--- src/shared/aesb_pkg.sv ---
// Shared constants of the almost-empty status bus block.
// Assumes one read-port clock domain; no software-visible registers.
package aesb_pkg;

    // Number of status words one device cycles through
    localparam int AESB_NUM_WORDS = 4;
    // Queue flags carried by one status word
    localparam int AESB_WORD_W    = 8;

    // Level of the mode pin that selects polled operation
    localparam logic AESB_MODE_POLLED = 1'h1;
    // Level of the serial enable that marks programming as finished
    localparam logic AESB_PROG_DONE   = 1'h0;

    // Reset values of the outputs
    localparam logic [7:0] AESB_BUS_RST = 8'h00;
    localparam logic       AESB_SYNC_RST  = 1'h0;
    localparam logic       AESB_TOKEN_RST = 1'h0;

    // Sequencer states
    typedef enum logic [0:0] {
        AESB_ST_IDLE = 1'h0,  // Waiting for a token
        AESB_ST_RUN  = 1'h1   // Walking through own status words
    } aesb_state_e;

endpackage

--- src/rtl/aesb_status_bus.sv ---
// Read-side almost-empty status bus: direct word selection or polled walk.
// Assumes all inputs synchronous to sys_clk_in; the bus is shared with
// chained devices, so the output enable shows when this device owns it.
//
// What this block does
// - Strobe at clock edge loads addressed word
// - Polled mode walks words one to four
// - Sync high only with first word
// - Token pulses with last word placed
// - Incoming token starts own word walk
// - Mode pin caught on first edge after reset selects mode
`timescale 1ns/1ps
`default_nettype none

module aesb_status_bus #(
    parameter int NUM_WORDS = aesb_pkg::AESB_NUM_WORDS,
    parameter int WORD_W    = aesb_pkg::AESB_WORD_W,
    parameter int IDX_W     = $clog2(aesb_pkg::AESB_NUM_WORDS)
) (
    input  wire logic                        sys_clk_in,
    input  wire logic                        rst_in,
    input  wire logic                        flag_bus_mode_select_in,
    input  wire logic [NUM_WORDS*WORD_W-1:0] almost_empty_in,
    input  wire logic                        empty_bus_strobe_in,
    input  wire logic [IDX_W-1:0]            read_queue_address_in,
    input  wire logic                        serial_enable_level_in,
    input  wire logic                        chain_head_in,
    input  wire logic                        status_token_in,
    output logic      [WORD_W-1:0]           almost_empty_flag_bus_out,
    output logic                             almost_empty_bus_oe_out,
    output logic                             empty_bus_sync_out,
    output logic                             status_token_out
);

    // Refuse shapes the sequencer cannot serve
    generate
        if (NUM_WORDS < 2 || WORD_W != 8) begin : g_bad_shape
            $error("aesb_status_bus: need two or more 8-bit words");
        end
        if (IDX_W != $clog2(NUM_WORDS)) begin : g_bad_idx
            $error("aesb_status_bus: IDX_W must match NUM_WORDS");
        end
    endgenerate

    // Index constants at the width they meet
    localparam logic [IDX_W-1:0] FIRST_IDX = '0;
    localparam logic [IDX_W-1:0] LAST_IDX  = IDX_W'(NUM_WORDS - 1);
    localparam logic [IDX_W-1:0] IDX_STEP  = IDX_W'(1);

    // Mode capture
    logic                  mode_taken_ff;   // Mode has been sampled
    logic                  polled_ff;       // 1: polled, 0: direct
    // Polled sequencer
    aesb_pkg::aesb_state_e state_ff;        // Walk state
    aesb_pkg::aesb_state_e nxt_state;       // Next walk state
    logic [IDX_W-1:0]      idx_ff;          // Word now on the bus
    logic [IDX_W-1:0]      nxt_idx;         // Word loaded at this edge
    logic                  started_ff;      // Head has kicked the loop
    // Decoded qualifiers
    logic                  prog_done;       // Programming finished
    logic                  poll_go;         // Polled logic may act
    logic                  kick;            // Head device self-start
    logic                  start;           // Begin own walk this edge
    logic                  poll_load;       // A polled word loads now
    logic                  direct_take;     // A direct strobe is taken
    logic [IDX_W-1:0]      sel_idx;         // Word the selector picks
    logic [WORD_W-1:0]     sel_word;        // Picked status word

    // Mode pin is sampled on the first edge after reset release, so the
    // asynchronous reset itself only ever loads constants
    always_ff @(posedge sys_clk_in or posedge rst_in) begin
        if (rst_in) begin
            mode_taken_ff <= 1'h0;
            polled_ff     <= 1'h0;
        end else if (!mode_taken_ff) begin
            mode_taken_ff <= 1'h1;
            polled_ff     <= (flag_bus_mode_select_in ==
                              aesb_pkg::AESB_MODE_POLLED);
        end
    end

    // Strobe and token are ignored while programming is under way
    assign prog_done = (serial_enable_level_in ==
                        aesb_pkg::AESB_PROG_DONE);

    // Polled logic acts only once the mode is known and polled
    assign poll_go = mode_taken_ff && polled_ff && prog_done;

    // Direct strobe counts only in direct mode; in polled mode it is
    // expected low and is ignored anyway
    assign direct_take = mode_taken_ff && !polled_ff && prog_done &&
                         empty_bus_strobe_in;

    // The head of the chain injects the first token once; afterwards the
    // token circulates through the loop wired outside
    assign kick  = chain_head_in && !started_ff;
    assign start = poll_go && (status_token_in || kick);

    // Remember that the head has kicked, so it never injects a second
    // token into a running loop
    always_ff @(posedge sys_clk_in or posedge rst_in) begin
        if (rst_in) begin
            started_ff <= 1'h0;
        end else if (poll_go && kick) begin
            started_ff <= 1'h1;
        end
    end

    // Walk decode: a token starts at word one, then step to the last word;
    // a token arriving with the last word (self loop) restarts at once
    always_comb begin
        nxt_state = state_ff;
        nxt_idx   = idx_ff;
        poll_load = 1'h0;
        case (state_ff)
            aesb_pkg::AESB_ST_IDLE: begin
                if (start) begin
                    nxt_state = aesb_pkg::AESB_ST_RUN;
                    nxt_idx   = FIRST_IDX;
                    poll_load = 1'h1;
                end
            end
            aesb_pkg::AESB_ST_RUN: begin
                if (!poll_go) begin
                    // Programming restarted: drop off the bus
                    nxt_state = aesb_pkg::AESB_ST_IDLE;
                end else if (idx_ff != LAST_IDX) begin
                    nxt_idx   = idx_ff + IDX_STEP;
                    poll_load = 1'h1;
                end else if (start) begin
                    nxt_idx   = FIRST_IDX;
                    poll_load = 1'h1;
                end else begin
                    nxt_state = aesb_pkg::AESB_ST_IDLE;
                end
            end
            default: begin
                nxt_state = aesb_pkg::AESB_ST_IDLE;
            end
        endcase
    end

    // Walk state and word index
    always_ff @(posedge sys_clk_in or posedge rst_in) begin
        if (rst_in) begin
            state_ff <= aesb_pkg::AESB_ST_IDLE;
            idx_ff   <= FIRST_IDX;
        end else begin
            state_ff <= nxt_state;
            idx_ff   <= nxt_idx;
        end
    end

    // One selector serves both modes; modes never overlap
    assign sel_idx = polled_ff ? nxt_idx : read_queue_address_in;

    aesb_word_select #(
        .NUM_WORDS (NUM_WORDS),
        .WORD_W    (WORD_W),
        .IDX_W     (IDX_W)
    ) u_word_select (
        .flags_in  (almost_empty_in),
        .index_in  (sel_idx),
        .word_out  (sel_word)
    );

    // Flag bus: a snapshot of the flags taken at the loading edge; it
    // holds between loads so direct readers see a stable word
    always_ff @(posedge sys_clk_in or posedge rst_in) begin
        if (rst_in) begin
            almost_empty_flag_bus_out <= aesb_pkg::AESB_BUS_RST;
        end else if (direct_take) begin
            almost_empty_flag_bus_out <= sel_word;
        end else if (poll_load) begin
            almost_empty_flag_bus_out <= sel_word;
        end
    end

    // Bus ownership: polled words own it for their cycle only, a direct
    // selection owns it from the first strobe onward
    always_ff @(posedge sys_clk_in or posedge rst_in) begin
        if (rst_in) begin
            almost_empty_bus_oe_out <= 1'h0;
        end else if (polled_ff) begin
            almost_empty_bus_oe_out <= poll_load;
        end else begin
            almost_empty_bus_oe_out <= almost_empty_bus_oe_out ||
                                       direct_take;
        end
    end

    // Sync marks the cycle that holds this device's first word
    always_ff @(posedge sys_clk_in or posedge rst_in) begin
        if (rst_in) begin
            empty_bus_sync_out <= aesb_pkg::AESB_SYNC_RST;
        end else begin
            empty_bus_sync_out <= poll_load &&
                                  (nxt_idx == FIRST_IDX);
        end
    end

    // Token pulses alongside the last word, so the next device in the
    // loop loads its first word on the following edge
    always_ff @(posedge sys_clk_in or posedge rst_in) begin
        if (rst_in) begin
            status_token_out <= aesb_pkg::AESB_TOKEN_RST;
        end else begin
            status_token_out <= poll_load &&
                                (nxt_idx == LAST_IDX);
        end
    end

endmodule // aesb_status_bus

`default_nettype wire

--- src/rtl/aesb_word_select.sv ---
// Splits the flat vector of queue flags into status words and picks one.
// Assumes flags of word k sit at bits [k*WORD_W +: WORD_W].
`timescale 1ns/1ps
`default_nettype none

module aesb_word_select #(
    parameter int NUM_WORDS = aesb_pkg::AESB_NUM_WORDS,
    parameter int WORD_W    = aesb_pkg::AESB_WORD_W,
    parameter int IDX_W     = $clog2(aesb_pkg::AESB_NUM_WORDS)
) (
    input  wire logic [NUM_WORDS*WORD_W-1:0] flags_in,  // One bit per queue
    input  wire logic [IDX_W-1:0]            index_in,  // Word to pick
    output logic      [WORD_W-1:0]           word_out   // Picked word
);

    // Status words laid out as an array
    logic [WORD_W-1:0] words [NUM_WORDS];

    // One slice per status word
    genvar gi;
    generate
        for (gi = 0; gi < NUM_WORDS; gi++) begin : g_word
            assign words[gi] = flags_in[gi*WORD_W +: WORD_W];
        end
    endgenerate

    // Out-of-range index reads as all clear rather than garbage
    always_comb begin
        word_out = '0;
        if (32'(index_in) < NUM_WORDS) begin
            word_out = words[index_in];
        end
    end

endmodule // aesb_word_select

`default_nettype wire

--- config.mk ---
export PLATFORM = sky130hd
export DESIGN_NAME = aesb_status_bus
export DESIGN_NICKNAME = d
export VERILOG_FILES = /design/src/shared/aesb_pkg.sv /design/src/rtl/aesb_status_bus.sv /design/src/rtl/aesb_word_select.sv
export SDC_FILE = /design/constraint.sdc
export NUM_CORES = 1
export LEC_CHECK = 0
export ABC_AREA = 1
export BUFFER_PORTS_ARGS = -buffer_cell sky130_fd_sc_hd__buf_4
export CAP_MARGIN = 5
export CELL_PAD_IN_SITES_DETAIL_PLACEMENT = 1
export CELL_PAD_IN_SITES_GLOBAL_PLACEMENT = 1
export CORE_MARGIN = 2
export CORE_UTILIZATION = 25
export DETAILED_ROUTE_END_ITERATION = 10
export PLACE_DENSITY = 0.7
export RECOVER_POWER = 25
export SETUP_SLACK_MARGIN = 0.15
export SYNTH_ARGS = -nofsm -noshare
export SYNTH_HDL_FRONTEND = slang
export SYNTH_SLANG_ARGS = --single-unit
--- constraint.sdc ---
create_clock -name sys_clk_in -period 2.2 [get_ports sys_clk_in]
set_clock_uncertainty 0.15 [all_clocks]
set_input_delay 0.11 -clock sys_clk_in [delete_from_list [all_inputs] [get_ports sys_clk_in]]
set_output_delay 0.11 -clock sys_clk_in [all_outputs]
set_load 0.02 [all_outputs]
==> flow_summary.yaml <==
power_and_ir_drop:
  p_total_mw: 1.068
  combinationalPowerShare: 0.410
  p_sw_frac: 0.3703
  peakVddDrop_uv: 223.4
  p_seq_frac: 0.369
  power_leakage_nw: 1.056
  p_sw_mw: 0.3956
  pwr-share-clk: 0.221
  internal_power_mw: 0.6725
  power.density_nw_per_um2: 591.6
critical_path:
  cp.buffers_inverters: 1
  worstSetupStartpointType: "flip-flop"
  worstPathArrival_ns: 1.94
  crit_fanout: 8
  cp_cell_sequence: "ha_2, or2_1, nand2_2, nand3_4, nand3_4, clkbuf_16, nand3_1, nand3_1, nand2_1, nand2_1, nand2_1"
  worst_path_most_repeated_cell: "nand2_1"
  path_delay_family: "simple AND/OR/NAND/NOR gates"
  crit_path_max_incr_delay_ns: 0.40
  crit_required_ns: 2.20
  end_kind: "flip-flop"
  critical_path_class: "flip-flop to flip-flop"
  cp_slowest_cell: "dfrtp_1"
global_route:
  antenna_found_initial: 0
  grt_pass1_wl_um: 5664
  grt_start_max_net_pins: 18
  grt_pass1_vias: 1250
  grt.overflow.total: 0
  grt_use_total: 0.1326
clock_tree:
  clock_path_buffers: 2
  cts_root_buf: "clkbuf_8"
  path_clk_slew_ns: 0.06
  tritoncts: "built"
  cts.sinks: 17
  clk_latency_ns: 0.25
  cts_buffers: 3
  htreeDepth: 1
synthesis:
  ys_types: 23
  synth-edff-count: 0
  synth_common_cells: "nand2_1, inv_1, nand3_1"
  synthSimpleGateAreaFrac: 0.4588
  synth_compound_area_frac: 0.01908
  synth-xor-area-share: 0
  yosysSeqAreaShare: 0.3414
  syn_area_um2: 1246
  yosysTopAreaCell: "dfrtp_1"
  syn_inst: 181
  synthAdderAreaFrac: 0.01004
  ys_seq_elements: 17
  synthMostInstantiatedCell: "nand2_1"
  postSynth.asyncResetShare: 1.000
  synth_top_family_by_area: "simple AND/OR/NAND/NOR gates"
  syn_nets: 223
  synth-warning-count: 0
  synthTopCellsByArea: "dfrtp_1, nand2_1, nand3_1"
  syn_area_per_cell_um2: 6.885
  ys.flop_type: "dfrtp_1"
  yosys-mux-area-fraction: 0
  yosysTopAreaCellShare: 0.3414
floorplanning:
  core_um2: 4755
  ios: 52
  die_width_um: 74.60
  dieArea_um2: 5565
  start_util: 0.2621
  fp.dieH_um: 74.60
  std_cell_rows: 25
routing:
  initialDrtViolationCount: 27
  drtAntennaViolNets: 0
  vias: 1296
  drcViolationCount: 0
  wl_um: 3545
  first_pass_iters: 4
  routed_via_density: 4.208
  detail_route.wl_per_cell_um: 11.51
final_layout:
  drive_above_1_share: 0.3154
  final_util: 0.3797
  n_antenna_cell: 0
  area_growth_pct: 44.88
  nNetsFinal: 284
  fin_area_um2: 1805
  n_fill_cell: 640
timing:
  slew_headroom: 0.5631
  fmax_mhz: 515.2
  drv_slew: 0
  worst_pin_slew_ns: 0.6547
  setup_violations: 0
  final.period_utilization: 0.8823
  rsz0062_at_grt: "false"
  tns_ns: 0
  hold_violations: 0
  period_minus_slack_ns: 1.941
run_status:
  outcome: "finished clean"
flow_run:
  cap_violations: 0
placement:
  place_hpwl_um: 2743
  port_buffers: 51
  dpl-instance-area_um2: 1684
  gp_congestion: 0.8391
hold_path:
  hold_path.class: "input port to flip-flop"
-- cell families after synthesis --
family                     after synthesis
AOI/OAI and AO/OA                        4
adders and majority gates                1
buffers and inverters                   47
DFF                                     17
other                                    1
and+or+nand+nor                        111
-- final timing paths --
kind,startpoint,slack (ns),endpoint,depth (start not counted)
setup reg to reg,idx_ff[0]$_DFF_PP0_,0.26,almost_empty_flag_bus_out[1]$_DFFE_PP0P_,11
setup / recovery,idx_ff[0]$_DFF_PP0_,0.26,almost_empty_flag_bus_out[1]$_DFFE_PP0P_,11
min in group asynchronous,rst_in,0.35,almost_empty_flag_bus_out[5]$_DFFE_PP0P_,3
max in group asynchronous,rst_in,1.12,started_ff$_DFFE_PP0P_,3
hold reg to reg,started_ff$_DFFE_PP0P_,0.31,started_ff$_DFFE_PP0P_,2
hold / removal,serial_enable_level_in,0.07,state_ff$_DFF_PP0_,4
-- metal layers --
metal,wire [um],vias to the layer above,track usage
met5,0,-,0
met4,43,0,0.05357
met3,128,5,0.01220
met2,1693,29,0.2153
met1,1680,594,0.1813
li1,-,668,-
-- flip-flops by register name (all words and copies together) (netlist names) --
signal and count:
empty_bus_sync_out 1, almost_empty_bus_oe_out 1, started_ff 1, almost_empty_flag_bus_out 8
status_token_out 1, mode_taken_ff 1, state_ff 1, idx_ff 2
polled_ff 1
-- tightest hold or removal path: cells and delay by family --
family / cells / cell delay (ns)
buf+inv: 1 / 0.11
simple gates: 3 / 0.20
-- power by group through the flow --
stage	clock, mW	sequential [mW]	combinational [mW]
after CTS	0.243	0.397	0.438
after global placement	0	0.402	0.427
final	0.236	0.394	0.438
after floorplan	0	0.452	0.211
after detailed placement	0	0.402	0.430
after global routing	0.252	0.401	0.490
-- stage by stage --
stage	setup slack [ns]	hold slack (ns)	std cells
3_5_place_dp	0.1858	0.1022	297
5_1_grt	0.1452	0.08983	308
6_report	0.2590	0.06621	308
4_1_cts	0.2107	0.06218	304
2_1_floorplan	0.4360	-0.1139	181
3_3_place_gp	0.2494	0.09512	297
-- cell type report --
cell class,instances,area (um^2),share of cell area
repair buffers,60,454.2,0.2516
well taps,67,83.83,0.04643
clock buffers,4,45.04,0.02495
inverters,42,157.7,0.08732
flip-flops and latches,17,425.4,0.2356
multi-input cells,118,639.4,0.3541
-- placed cells by master (no fill, tap or decap) --
cell / instances
nor2_8: 1
nand4_1: 1
nor3_1: 1
nor2_1: 1
clkbuf_1: 10
o21ai_2: 1
nand2_8: 1
nand2_2: 12
dlygate4sd3_1: 3
clkbuf_4: 1
nand2_1: 50
inv_1: 41
or2_2: 1
clkbuf_16: 1
inv_2: 1
nand3_1: 36
o21ai_0: 2
a21oi_1: 1
clkbuf_8: 3
buf_4: 45
nor2_2: 1
or2_1: 1
nand2_4: 4
conb_1: 1
buf_12: 1
dfrtp_1: 17
nand3_4: 2
ha_2: 1
-- repair_timing --
action                                  4_1_cts  5_1_grt
resized for setup                             1        8
hold endpoints to repair                     19        0
buffers inserted                              0        2
pin swaps                                     0        4
hold buffers                                  3        0
cloned                                        0        2
endpoints found under the setup margin        3        8
Note: power is estimated with default switching activity, not from simulation.
